<file path="config.mk">
export PLATFORM = sky130hd
export DESIGN_NAME = prs_sequencer
export DESIGN_NICKNAME = d
export VERILOG_FILES = /design/src/rtl/prs_pkg.sv /design/src/rtl/prs_counter.sv /design/src/rtl/prs_sequencer.sv
export SDC_FILE = /design/constraint.sdc
export NUM_CORES = 1
export LEC_CHECK = 0
export ABC_CLOCK_PERIOD_IN_PS = 2830
export BUFFER_PORTS_ARGS = -buffer_cell sky130_fd_sc_hd__clkbuf_2
export CAP_MARGIN = 10
export CORE_MARGIN = 2
export CORE_UTILIZATION = 55
export DETAILED_ROUTE_END_ITERATION = 8
export GPL_TIMING_DRIVEN = 1
export PLACE_DENSITY = 0.71
export SYNTH_ARGS = -nofsm -noshare
export SYNTH_HDL_FRONTEND = slang
export SYNTH_SLANG_ARGS = --single-unit
</file>
<file path="constraint.sdc">
create_clock -name clk -period 2.83 [get_ports clk]
set_input_delay 0 -clock clk [delete_from_list [all_inputs] [get_ports clk]]
set_output_delay 0 -clock clk [all_outputs]
set_load 0.02 [all_outputs]
</file>
<file path="src/rtl/prs_pkg.sv">
package prs_pkg;
  localparam int unsigned CLK_HZ = 50000000;
  localparam int unsigned PWR_REQ_MS = 20;
  localparam int unsigned PWR_REQ_CYC = (CLK_HZ / 1000) * PWR_REQ_MS + 1;
  localparam int unsigned RST_MIN_US = 120;
  // filter window kept well below the guaranteed minimum pulse
  localparam int unsigned RST_FILT_US = 2;
  localparam int unsigned RST_FILT_CYC = (CLK_HZ / 1000000) * RST_FILT_US;
  localparam int unsigned RST_STRETCH_CYC = 64;
  localparam int unsigned PROT_MS = 1800;
  localparam longint unsigned PROT_CYC =
    longint'(CLK_HZ / 1000) * longint'(PROT_MS);
  localparam int unsigned CNT_W = 32;
  typedef enum logic [1:0] {PRS_OFF, PRS_ON, PRS_HELD, PRS_DOWN} prs_state_e;
endpackage

</file>
<file path="src/rtl/prs_counter.sv">
`timescale 1ns/1ps
`default_nettype none
module prs_counter
  import prs_pkg::*;
#(
  parameter int W = CNT_W
) (
  input wire logic clk,
  input wire logic rst,
  input wire logic run,
  input wire logic [W-1:0] limit,
  output logic done
);
  logic [W-1:0] cnt_r;
  logic [W-1:0] cnt_nxt;
  wire at_lim = (cnt_r >= limit);
  assign cnt_nxt = !run ? '0 : (at_lim ? cnt_r : cnt_r + 1'b1);
  assign done = run && at_lim;
  always_ff @(posedge clk) begin
    if (rst) begin
      cnt_r <= '0;
    end else begin
      cnt_r <= cnt_nxt;
    end
  end
endmodule
`default_nettype wire

</file>
<file path="src/rtl/prs_sequencer.sv">
`timescale 1ns/1ps
`default_nettype none
module prs_sequencer
  import prs_pkg::*;
#(
  parameter int unsigned PWR_REQ_CYCLES = PWR_REQ_CYC,
  parameter longint unsigned PROT_CYCLES = PROT_CYC,
  parameter int unsigned FILT_CYCLES = RST_FILT_CYC,
  parameter int unsigned STRETCH_CYCLES = RST_STRETCH_CYC
) (
  input wire logic clk,
  input wire logic rst,
  input wire logic power_on_request,
  input wire logic reset_in_n,
  input wire logic charger_supply_present,
  input wire logic sw_detach,
  input wire logic sw_reg_enable,
  input wire logic sw_power_down,
  output logic reg_enable,
  output logic chip_reset,
  output logic supply_pulldown_en,
  output logic powered_state
);
  logic [2:0] req_s_r;
  logic [2:0] rst_s_r;
  logic [2:0] chg_s_r;
  logic req_r;
  logic rstl_r;
  logic chg_r;
  prs_state_e st_r;
  prs_state_e st_nxt;
  logic filt_r;
  logic [7:0] strch_r;
  logic [7:0] strch_nxt;
  logic [CNT_W-1:0] filt_cnt_r;
  logic creset_r;
  logic regen_r;
  logic pd_r;

  // three-stage sync, change taken once stages two and three agree
  always_ff @(posedge clk) begin
    if (rst) begin
      req_s_r <= 3'h0;
      rst_s_r <= 3'h7;
      chg_s_r <= 3'h0;
    end else begin
      req_s_r <= {req_s_r[1:0], power_on_request};
      rst_s_r <= {rst_s_r[1:0], reset_in_n};
      chg_s_r <= {chg_s_r[1:0], charger_supply_present};
    end
  end
  wire req_agree = (req_s_r[1] == req_s_r[2]);
  wire rst_agree = (rst_s_r[1] == rst_s_r[2]);
  wire chg_agree = (chg_s_r[1] == chg_s_r[2]);
  always_ff @(posedge clk) begin
    if (rst) begin
      req_r <= 1'b0;
      rstl_r <= 1'b0;
      chg_r <= 1'b0;
    end else begin
      if (req_agree) req_r <= req_s_r[2];
      if (rst_agree) rstl_r <= !rst_s_r[2];
      if (chg_agree) chg_r <= chg_s_r[2];
    end
  end

  // glitch filter: low must persist FILT_CYCLES before acceptance
  wire filt_lim = (filt_cnt_r >= CNT_W'(FILT_CYCLES));
  always_ff @(posedge clk) begin
    if (rst) begin
      filt_cnt_r <= '0;
      filt_r <= 1'b0;
    end else begin
      filt_cnt_r <= !rstl_r ? '0 : (filt_lim ? filt_cnt_r : filt_cnt_r + 1'b1);
      filt_r <= rstl_r && filt_lim;
    end
  end

  // stretch: reset held STRETCH_CYCLES beyond the filtered pulse
  // count held in 8 bits, so STRETCH_CYCLES must stay below 256
  assign strch_nxt = filt_r ? 8'(STRETCH_CYCLES) :
                     (strch_r != 8'h00 ? strch_r - 8'h01 : 8'h00);
  always_ff @(posedge clk) begin
    if (rst) begin
      strch_r <= 8'h00;
      creset_r <= 1'b1;
    end else begin
      strch_r <= strch_nxt;
      creset_r <= filt_r || (strch_r != 8'h00) || st_r != PRS_ON;
    end
  end

  logic req_done, prot_done;
  // request counts only from off or down, timeout only while a held reset stands
  wire req_run = req_r && (st_r == PRS_OFF || st_r == PRS_DOWN);
  wire prot_run = (st_r == PRS_HELD) && filt_r;
  prs_counter #(.W(CNT_W)) u_req_cnt (
    .clk(clk),
    .rst(rst),
    .run(req_run),
    .limit(CNT_W'(PWR_REQ_CYCLES)),
    .done(req_done)
  );
  prs_counter #(.W(CNT_W)) u_prot_cnt (
    .clk(clk),
    .rst(rst),
    .run(prot_run),
    .limit(CNT_W'(PROT_CYCLES)),
    .done(prot_done)
  );

  wire may_down = !chg_r && !req_r;
  always_comb begin
    st_nxt = st_r;
    case (st_r)
      PRS_OFF: begin
        // software that detached before switching off keeps the button out
        if ((req_done && !sw_detach) || chg_r) st_nxt = PRS_ON;
      end
      PRS_DOWN: begin
        if (req_done || chg_r) st_nxt = PRS_ON;
      end
      PRS_ON: begin
        if (filt_r) st_nxt = PRS_HELD;
        else if (sw_power_down && !chg_r) st_nxt = PRS_OFF;
        else if (sw_detach && !sw_reg_enable && !chg_r) st_nxt = PRS_OFF;
      end
      PRS_HELD: begin
        if (prot_done && may_down) st_nxt = PRS_DOWN;
        else if (!filt_r) st_nxt = PRS_ON;
      end
      default: st_nxt = PRS_OFF;
    endcase
  end
  always_ff @(posedge clk) begin
    if (rst) begin
      st_r <= PRS_OFF;
    end else begin
      st_r <= st_nxt;
    end
  end

  // detach: software can switch regulators off unless charging, request level ignored in off
  wire run_st = (st_nxt == PRS_ON || st_nxt == PRS_HELD);
  always_ff @(posedge clk) begin
    if (rst) begin
      regen_r <= 1'b0;
      pd_r <= 1'b0;
    end else begin
      regen_r <= run_st;
      pd_r <= filt_r;
    end
  end

  assign reg_enable = regen_r;
  assign chip_reset = creset_r;
  assign supply_pulldown_en = pd_r;
  assign powered_state = (st_r != PRS_OFF && st_r != PRS_DOWN);

  power_up_a: assert property (@(posedge clk) disable iff (rst)
    (st_r == PRS_OFF && ((req_done && !sw_detach) || chg_r))
    |=> st_r == PRS_ON)
    else $error("power up missed");
  chg_keep_a: assert property (@(posedge clk) disable iff (rst)
    (st_r == PRS_HELD && chg_r) |=> st_r != PRS_DOWN)
    else $error("charger present but powered down");
  down_cond_a: assert property (@(posedge clk) disable iff (rst)
    (st_r == PRS_HELD && st_nxt == PRS_DOWN) |-> (prot_done && may_down))
    else $error("power down without timeout");
  pulldown_a: assert property (@(posedge clk) disable iff (rst)
    filt_r |=> supply_pulldown_en)
    else $error("pull-down not enabled");
  stretch_a: assert property (@(posedge clk) disable iff (rst)
    $fell(filt_r) |=> chip_reset [*8])
    else $error("reset not stretched");
  held_stay_a: assert property (@(posedge clk) disable iff (rst)
    (st_r == PRS_ON && filt_r) |=> (st_r == PRS_HELD && reg_enable))
    else $error("rails dropped on reset");
  detach_a: assert property (@(posedge clk) disable iff (rst)
    (st_r == PRS_ON && sw_detach && sw_reg_enable && !filt_r
     && !sw_power_down) |=> st_r == PRS_ON)
    else $error("detached regulator left software control");
  sync_rel_a: assert property (@(posedge clk) disable iff (rst)
    $fell(chip_reset) |-> $past(st_r) == PRS_ON)
    else $error("reset released outside on state");
  detach_off_a: assert property (@(posedge clk) disable iff (rst)
    (st_r == PRS_OFF && sw_detach && !chg_r) |=> !reg_enable)
    else $error("detached regulators woke on request");
  filt_wait_a: assert property (@(posedge clk) disable iff (rst)
    filt_r |-> $past(rstl_r, FILT_CYCLES))
    else $error("reset accepted before filter window");
  rails_held_a: assert property (@(posedge clk) disable iff (rst)
    st_r == PRS_HELD |-> reg_enable)
    else $error("rails off while reset held");
  pulldown_off_a: assert property (@(posedge clk) disable iff (rst)
    !filt_r |=> !supply_pulldown_en)
    else $error("pull-down left on after reset");
  off_reset_a: assert property (@(posedge clk) disable iff (rst)
    (st_r != PRS_ON) |=> chip_reset)
    else $error("chip left reset outside on state");
  down_stay_a: assert property (@(posedge clk) disable iff (rst)
    (st_r == PRS_DOWN && !req_done && !chg_r) |=> st_r == PRS_DOWN)
    else $error("restart without request or charger");
  reg_off_a: assert property (@(posedge clk) disable iff (rst)
    st_r == PRS_DOWN |-> !reg_enable)
    else $error("regulators on after timeout");
  chg_wake_a: assert property (@(posedge clk) disable iff (rst)
    (st_r == PRS_DOWN && chg_r) |=> st_r == PRS_ON)
    else $error("charger attach did not restart");
endmodule
`default_nettype wire

</file>
# [After elaboration in Yosys (flattened, before gate mapping)]
# Cells that the tools add are included.
[classes] n_eq_ne=10 muxes=10 addsub=4 reduce_logical=30 magnitude_cmp=3 n_bitwise=4
[ops] op="32-bit by 1-bit adder with 32-bit output, second input constant" count=3
[ops] op="32-bit by 20-bit >= comparator with 1-bit output, second input constant" count=1
[ops] op="32-bit by 27-bit >= comparator with 1-bit output, second input constant" count=1
[ops] op="32-bit by 7-bit >= comparator with 1-bit output, second input constant" count=1
[ops] op="2-bit two-way mux" count=7
[ops] op="7-bit two-way mux" count=2
[ops] op="1-bit logical AND" count=12
[ops] op="2-bit case mux with 4 select lines" count=1
[ops] op="8-bit nonzero test" count=1
[ops] op="8-bit by 1-bit subtractor with 8-bit output, second input constant" count=1
[ops] op="2-bit equality test, second input constant" count=3
[ops] op="1-bit logical OR" count=6
[ops] op="2-bit OR reduction" count=3
[ops] op="1-bit zero test" count=5
[ops] op="2-bit by 1-bit equality test with 1-bit output, second input constant" count=2
[ops] op="1-bit NOT" count=4
[ops] op="1-bit equality test" count=3
[ops] op="3-bit OR reduction" count=1
[ops] op="2-bit zero test" count=1
[ops] op="2-bit by 1-bit inequality test with 1-bit output, second input constant" count=1
[ops] op="2-bit inequality test, second input constant" count=1
[ops] op="2-bit nonzero test" count=1
[word_totals] output_inout_bits=4 wordCells=77 ff_bits=122 input_bits=8

# [Depth between registers and ports, before layout]
# Gate-level depths: netlist (run 1).
[logic_depth] depth_word=10 mapped_depth=10 mapped_depth_nobuf=9

# [Modules after synthesis]
# A second synthesis (run 1) with hierarchy kept.
[hier_totals] cells_unflattened=850 hier_area_um2=7189.4
[by_module_without_submodules] module="prs_counter" area_per_inst_um2=2541.2 seq_area_each_um2=640.6 cells_per_inst=319 n_inst=2
[by_module_without_submodules] module="prs_sequencer" area_per_inst_um2=2107.0 seq_area_each_um2=1161.1 cells_per_inst=212 n_inst=1

# [Least setup slack after synthesis (run 1)]
# OpenSTA, ideal clock, no wires.
[synth_timing] kind="flip-flop to flip-flop" start="register st_r[1]" end="register u_req_cnt.cnt_r[9]" path_slack_ps=798 period_less_slack_ps=2032 t_arrival_ps=1973 n_path_buf=1 path_stages_with_launch=8 setup_time_ps=59 required_ps=2771 path_cell_list="dfxtp_1 inv_1 ha_1 nand2b_1 nand2b_1 clkbuf_1 or4_1 nand2_1"
[synth_via] elab_chain_cells=5 word_cells_on_any_way=6 cone_classes="eq/ne: 1; bitwise: 1; reduce/logical: 4"
[synth_lines] item="from (decl)" line_no="prs_sequencer.sv:30" text="prs_state_e st_r;"
[synth_lines] item="from (signal assigned)" line_no="prs_sequencer.sv:139" text="st_r <= st_nxt;"
[synth_lines] item="2-bit equality test / 2-bit zero test (equally long branches)" line_no="prs_sequencer.sv:95" text="wire req_run = req_r && (st_r == PRS_OFF || st_r == PRS_DOWN);"
[synth_lines] item="1-bit logical OR (*)" line_no="prs_sequencer.sv:95"
[synth_lines] item="1-bit logical AND (*)" line_no="prs_sequencer.sv:95"
[synth_lines] item="1-bit NOT (no source line) (*)"
[synth_lines] item="2-bit OR reduction (no source line) (*)"
[synth_lines] item="to (signal assigned)" line_no="prs_counter.sv:23" text="cnt_r <= cnt_nxt;"
[synth_lines] item="to (decl)" line_no="prs_counter.sv:14" text="logic [W-1:0] cnt_r;"
# Mark *: on every way between the ends. The rest lies on a longest branch, timed or not.
# A chain may end at the register's enable or synchronous reset.

# [Worst setup path in the final report (run 1)]
[layout_timing] start="register u_req_cnt.cnt_r[1]" end="register u_req_cnt.cnt_r[17]"
[layout_via] elab_chain_cells=1 word_cells_on_any_way=2 cone_classes="add/sub: 1; order compare: 1"
[layout_lines] item="32-bit by 1-bit adder with 32-bit output / 32-bit by 20-bit >= comparator with 1-bit output (equally long branches)" line_no="prs_counter.sv:17, prs_counter.sv:16"
# Several ways; a longest one is shown, not always the timed one.

==> results_dict.tcl, run 1 <==
set metrics [dict create \
    clock_power_share 0.477 \
    skew_ns 0.0103 \
    critical_path_arrival_ns 2.96 \
    final-seq-area_um2 2440 \
    grt_util_met2 0.313 \
    numCtsBuffers 17 \
    placed_area_um2 5160 \
    rrSetupSlack_ns 0.33 \
    netlist.area_leader.share 0.485 \
    die_h_um 99.7 \
    yosys.area.top_type "dfxtp_1" \
    firstDrtPassIters 5 \
    p_per_area_nw_per_um2 696 \
    ys_types 58 \
    syn-num-nets 573 \
    status "finished clean" \
    yosys_warnings 0 \
    grt_max_degree 28 \
    die_area_um2 9930 \
    pin_count 12 \
    final_cell_area_um2 5760 \
    area_growth_pct 14.4 \
    setup_tns_ns 0 \
    use_met3 0.0625 \
    timing.rr.start "u_req_cnt.cnt_r[1]" \
    syn_area_um2 5030 \
    nets 594 \
    clk_pin_slew_ns 0.06 \
    vdd_drop_max_mv 0.565 \
    post-route-util 0.654 \
    slew_viol_final 0 \
    setup_viol 0 \
    async_reset_ff_frac 0 \
    period_share 0.884 \
    syn-instance-count 552 \
    ant_nets 0 \
    power_frac_comb 0.072 \
    gp_congestion 0.811 \
    fp.dieW_um 99.7 \
    grt_pass1_wl_um 16000 \
    htreeDepth 4 \
    synth_edf_count 0 \
    cts_root_buffer "clkbuf_8" \
    clock-sinks 122 \
    rsz0062_at_grt "false" \
    antenna_found_initial 0 \
    met1_usage 0.259 \
    cts_buffer_depth 2 \
    avgSynthCellArea_um2 9.12 \
    worstHoldPathCells 4 \
    top_usage_layer "met2" \
    grt_usage 0.198 \
    totalWireLength_um 8980 \
    multi_input_area_um2 2420 \
    grt_pass1_vias 3553 \
    max_slew_margin 0.393 \
    p_sw_mw 1.01 \
    start_kind "flip-flop" \
    insertion_delay_ns 0.52 \
    whs_endpoint "st_r[0]" \
    n_antenna_cell 0 \
    avgViaCountPerCell 5.40 \
    rows 34 \
    seq_area_frac_synth 0.485 \
    p_leak_nw 2.09 \
    fillers 715 \
    switching_share 0.253 \
    synth_area_leaders "dfxtp_1 (49%), nor2_1 (5.3%), and2_1 (4.8%)" \
    p_int_mw 2.99 \
    hp-class "input pin to flip-flop" \
    portBuffers 11 \
    final.min_clock_period_ns 2.50 \
    path_class "flip-flop to flip-flop" \
    place_ws_ns 0.385 \
    ctsResizeCount 0 \
    vias 3745 \
    synth-main-ff-cell "dfxtp_1" \
    drt_iter0_markers 166 \
    timing.fmax_mhz 400 \
    cts_tree "built" \
    avgRoutedWirePerCell_um 12.9 \
    drcViolationCount 0 \
    min-delay-start "sw_detach" \
    synth_seq_cells 122 \
    seq_power_share 0.451 \
    layout_common_cells "dfxtp_1 (122), nor2_1 (71), and2_1 (39), nand2_1 (36), xnor2_1 (25)" \
    drive_gt1_frac 0.111 \
    worstMarginPinSlew_ns 0.910 \
    place_hpwl_um 5750 \
    required_ns 3.28 \
    grt-ovfl-total 0 \
    crit_path_end_kind "flip-flop" \
    r2r-end "u_req_cnt.cnt_r[17]" \
    r2r_cells 8 \
    coreArea_um2 8810 \
    critPathMaxFanout 25 \
    initial_utilization 0.572 \
    drv_cap 0 \
    setup_slack_ns 0.330 \
    layout_commonest_cell "dfxtp_1" \
    hold_viol_final 0 \
]
flip-flops by register name, indices dropped and copies added (netlist names):
| name | count |
|---|---|
| st_r | 2 |
| rstl_r | 1 |
| chg_s_r | 3 |
| u_prot_cnt.cnt_r | 32 |
| reg_enable | 1 |
| chg_r | 1 |
| req_r | 1 |
| chip_reset | 1 |
| filt_cnt_r | 32 |
| rst_s_r | 3 |
| supply_pulldown_en | 1 |
| u_req_cnt.cnt_r | 32 |
| filt_r | 1 |
| req_s_r | 3 |
| strch_r | 8 |
cell usage after synthesis (all sizes together) (10+ instances only):
master  count
dfxtp     122
nor2       73
and2       39
nand2      36
xnor2      25
a21oi      23
inv        23
nand3      21
o21ai      20
nor3       17
or3        15
nor4       14
ha         13
clkbuf     12
xor2       11
and3       10
metrics by stage:
stage | power, mW | std cells | hold slack, ns
final | 4.01 | 694 | 0.0267
after global routing | 4.18 | 694 | 0.0744
after CTS | 4.05 | 694 | 0.00958
after detailed placement | 2.12 | 656 | 0.188
after global placement | 2.11 | 656 | 0.189
after floorplan | 2.07 | 552 | 0.104
worst max-delay path, stage by stage, from the launching register on:
cell,delay [ns]
dfxtp_1,0.35
inv_1,0.08
ha_1,0.18
nor4b_1,0.25
a211oi_1,0.14
nor2_2,0.19
o2111ai_2,0.51
or4_1,0.65
nand2_1,0.08
how the worst max path moves through the flow:
stage                       startpoint  slack [ns]                   to
finish              u_req_cnt.cnt_r[1]        0.33  u_req_cnt.cnt_r[17]
global route        u_req_cnt.cnt_r[1]        0.08  u_req_cnt.cnt_r[11]
CTS                 u_req_cnt.cnt_r[1]        0.36  u_req_cnt.cnt_r[17]
detailed placement  u_req_cnt.cnt_r[1]        0.39  u_req_cnt.cnt_r[17]
global placement    u_req_cnt.cnt_r[1]        0.49  u_req_cnt.cnt_r[15]
floorplan                      st_r[1]        0.80   u_req_cnt.cnt_r[9]
logic make-up (layout without fill, tap and decap cells):
group / Yosys count / after routing / synth area share
fa+ha+maj: 13 / 13 / 0.0323
xor+xnor: 36 / 36 / 0.0626
compound gates: 72 / 72 / 0.0912
flops: 122 / 122 / 0.485
buf+inv: 42 / 76 / 0.0348
mux: 2 / 2 / 0.00398
simple gates: 265 / 265 / 0.290
per-layer routing:
layer  up-vias  share of wire
met4         0         0.0077
met1      1773           0.49
li1       1921              -
met5         -              0
met2        46           0.46
met3         5          0.037
power groups by stage:
| stage | combinational (mW) | sequential [mW] | clock [mW] |
|---|---|---|---|
| after floorplan | 0.228 | 1.84 | 0 |
| after global placement | 0.269 | 1.84 | 0 |
| after detailed placement | 0.280 | 1.84 | 0 |
| after CTS | 0.294 | 1.81 | 1.95 |
| after global routing | 0.335 | 1.81 | 2.03 |
| final | 0.289 | 1.81 | 1.91 |
area by class of cell:
| cell class | count | area share |
|---|---|---|
| clock buffer | 18 | 0.0726 |
| clock inverter | 14 | 0.0198 |
| inverter | 23 | 0.0150 |
| multi-input combinational | 388 | 0.420 |
| sequential | 122 | 0.424 |
| tap | 108 | 0.0235 |
| timing repair buffer | 21 | 0.0252 |
what timing repair did:
action                                 4_1_cts  5_1_grt
endpoints found under the hold margin       13        0
hold buffers                                 6        0
buffers inserted                             0        0
Note: power is estimated with default switching activity, not from simulation.
==> run 2: changes to the inputs <==
Settings changed: ABC_AREA set to 1, CORE_UTILIZATION 55 to 62, PLACE_DENSITY 0.71 to 0.79.
==> run 2 against run 1 <==
  * Clock power rose by 13%
  * Core utilization rose by 6.9 points
  * Critical path type unchanged
  * Combinational power fell by 8.3%
  * Non-clock buffer count fell by 1
  * Register-to-register slack improved by 0.09 ns
  * Critical path depth rose by 8
  * Wire length rose by 26%
==> results_dict.tcl, run 2 <==
set metrics [dict create \
    vdd_drop_max_mv 0.515 \
    yosys.area.top_type "dfxtp_1" \
    synthXorXnorAreaFrac 0.0207 \
    critPathTopFamily "simple AND/OR/NAND/NOR gates" \
    synth_top_family_by_area "simple AND/OR/NAND/NOR gates" \
    insertion_delay_ns 0.52 \
    layout_commonest_cell "inv_1" \
    post-route-util 0.722 \
    synthAdderAreaFrac 0.0295 \
    dp.cells 849 \
    setup_viol 0 \
    cp_num_buf_inv 3 \
    cts_buffer_depth 2 \
    drcViolationCount 0 \
    ctsHoldBuffers 7 \
    drt_iter0_markers 184 \
    grt_pass1_wl_um 19400 \
    fin_cells 888 \
    n_antenna_cell 0 \
    start_kind "flip-flop" \
    synth_area_leaders "dfxtp_1 (44%), inv_1 (8.6%), nand2_1 (7.8%)" \
    numCtsBuffers 17 \
    crit_path_start "u_req_cnt.cnt_r[0]" \
    crit_path_end "st_r[0]" \
    fillers 667 \
    grt_max_degree 30 \
    yosysMostFrequentCell "inv_1" \
    p_total_mw 4.22 \
    synth_edf_count 0 \
    nets 788 \
    async_reset_ff_frac 0 \
    syn-instance-count 746 \
    final.min_clock_period_ns 2.42 \
    totalWireLength_um 11300 \
    synth-compound-area-share 0.0975 \
    biggestRegsByFlops "filt_cnt_r: 32 flops, u_prot_cnt.cnt_r: 32 flops, u_req_cnt.cnt_r: 32 flops" \
    avgRoutedWirePerCell_um 12.7 \
    layout_common_cells "inv_1 (126), dfxtp_1 (122), nand2_1 (114), nor2_1 (109), a21oi_1 (51)" \
    netlist.area_leader.share 0.443 \
    syn-num-nets 767 \
    cp_num_cells 16 \
    rows 34 \
    cts_tree "built" \
    clk_pin_slew_ns 0.06 \
    r2r-end "st_r[0]" \
    path_class "flip-flop to flip-flop" \
    synth-simple-area-share 0.299 \
    holdWs_ns 0.0274 \
    max_slew_margin 0.451 \
    initial_utilization 0.635 \
    grt-ovfl-total 0 \
    ctsResizeCount 0 \
    firstDrtPassIters 5 \
    critical_path_arrival_ns 2.86 \
    timing.rr.start "u_req_cnt.cnt_r[0]" \
    worstPathCellList "inv_1, ha_1, inv_1, nor2_1, nand3_1, nand2_1, nand2_1, nand2_1, nand2_1, nand2_1, nand2_1, nand3_2, nand3_1, nand2_2, nor2_4, dlygate4sd3_1" \
    cp_common_cell "nand2_1" \
    status "finished clean" \
    slowest_delay_ns 0.56 \
    setup_tns_ns 0 \
    seq_area_frac_synth 0.443 \
    coreArea_um2 8680 \
    cts_root_buffer "clkbuf_8" \
    grt_usage 0.242 \
    gp_congestion 0.937 \
    p_per_area_nw_per_um2 673 \
    cp_slowest_cell "dlygate4sd3_1" \
    place_hpwl_um 7580 \
    r2r_cells 16 \
    rsz0062_at_grt "false" \
    ys_types 41 \
    ant_nets 0 \
    yosys_warnings 0 \
    post_cts_buffers 0 \
    hp-class "input pin to flip-flop" \
    skew_ns 0.0115 \
    rrSetupSlack_ns 0.41 \
    synth_seq_cells 122 \
    synthTopCellsByCount "inv_1 (126), dfxtp_1 (122), nand2_1 (114)" \
    multi_input_area_um2 2460 \
    required_ns 3.28 \
    critPathMaxFanout 11 \
    synth.area.mux_share 0 \
    pin_count 12 \
    antenna_found_initial 0 \
    clock-sinks 122 \
    htreeDepth 4 \
    timing.fmax_mhz 414 \
    fp.dieW_um 98.3 \
    p_leak_nw 2.24 \
    period_share 0.854 \
    die_h_um 98.3 \
    vias 4704 \
    avgViaCountPerCell 5.30 \
    drv_cap 0 \
    drive_gt1_frac 0.108 \
    hold_viol_final 0 \
    slew_viol_final 0 \
    die_area_um2 9650 \
    area_growth_pct 13.8 \
    avgSynthCellArea_um2 7.38 \
    final-seq-area_um2 2440 \
    portBuffers 11 \
    syn_area_um2 5510 \
    worstMarginPinSlew_ns 0.823 \
    crit_path_end_kind "flip-flop" \
    grt_pass1_vias 4596 \
    synth-main-ff-cell "dfxtp_1" \
]
run 2: worst min path at each step:
stage                           from          to  depth (start not counted)
final                      sw_detach     st_r[1]                          7
after global routing       sw_detach     st_r[1]                          7
after CTS                  sw_detach     st_r[1]                          7
after detailed placement  reset_in_n  rst_s_r[0]                          2
after global placement    reset_in_n  rst_s_r[0]                          2
after floorplan           reset_in_n  rst_s_r[0]                          1
run 2: kinds of logic after synthesis:
family                     after synthesis
DFF                                    122
xor gates and xnor gates                13
adders and majority gates               13
AOI/OAI and AO/OA                      100
buffers and inverters                  150
and+or+nand+nor                        348
run 2: routing by layer:
metal  GRT usage  wire [um]
met1       0.282       5020
met2       0.429       5620
met3      0.0608        424
met4      0.0938        213
met5           0          0
run 2: power by group:
group	switching (mW)	total, mW	internal [mW]
Clock	0.867	2.15	1.29
Combinational	0.156	0.265	0.109
Sequential	0.0315	1.80	1.77
run 2: final cells by class:
type                    count  share of cell area
repair buffers             20              0.0224
flip-flops and latches    122               0.390
well taps                 108              0.0216
inverters                 132              0.0798
clock buffers              17              0.0661
multi-input cells         474               0.392
clock inverters            15              0.0281
run 2: worst min-delay path, cell delays in order:
cell      delay (ns)
clkbuf_2        0.09
inv_1           0.05
nand3_2         0.07
nand3b_1        0.07
nand2_1         0.09
inv_1           0.06
nor2_1          0.07
run 2: metrics by stage:
stage | worst slack (ns) | cell area (um2)
floorplan | 1.03 | 5510
global placement | 0.834 | 5610
detailed placement | 0.713 | 5610
CTS | 0.464 | 6270
global route | 0.173 | 6270
finish | 0.415 | 6270
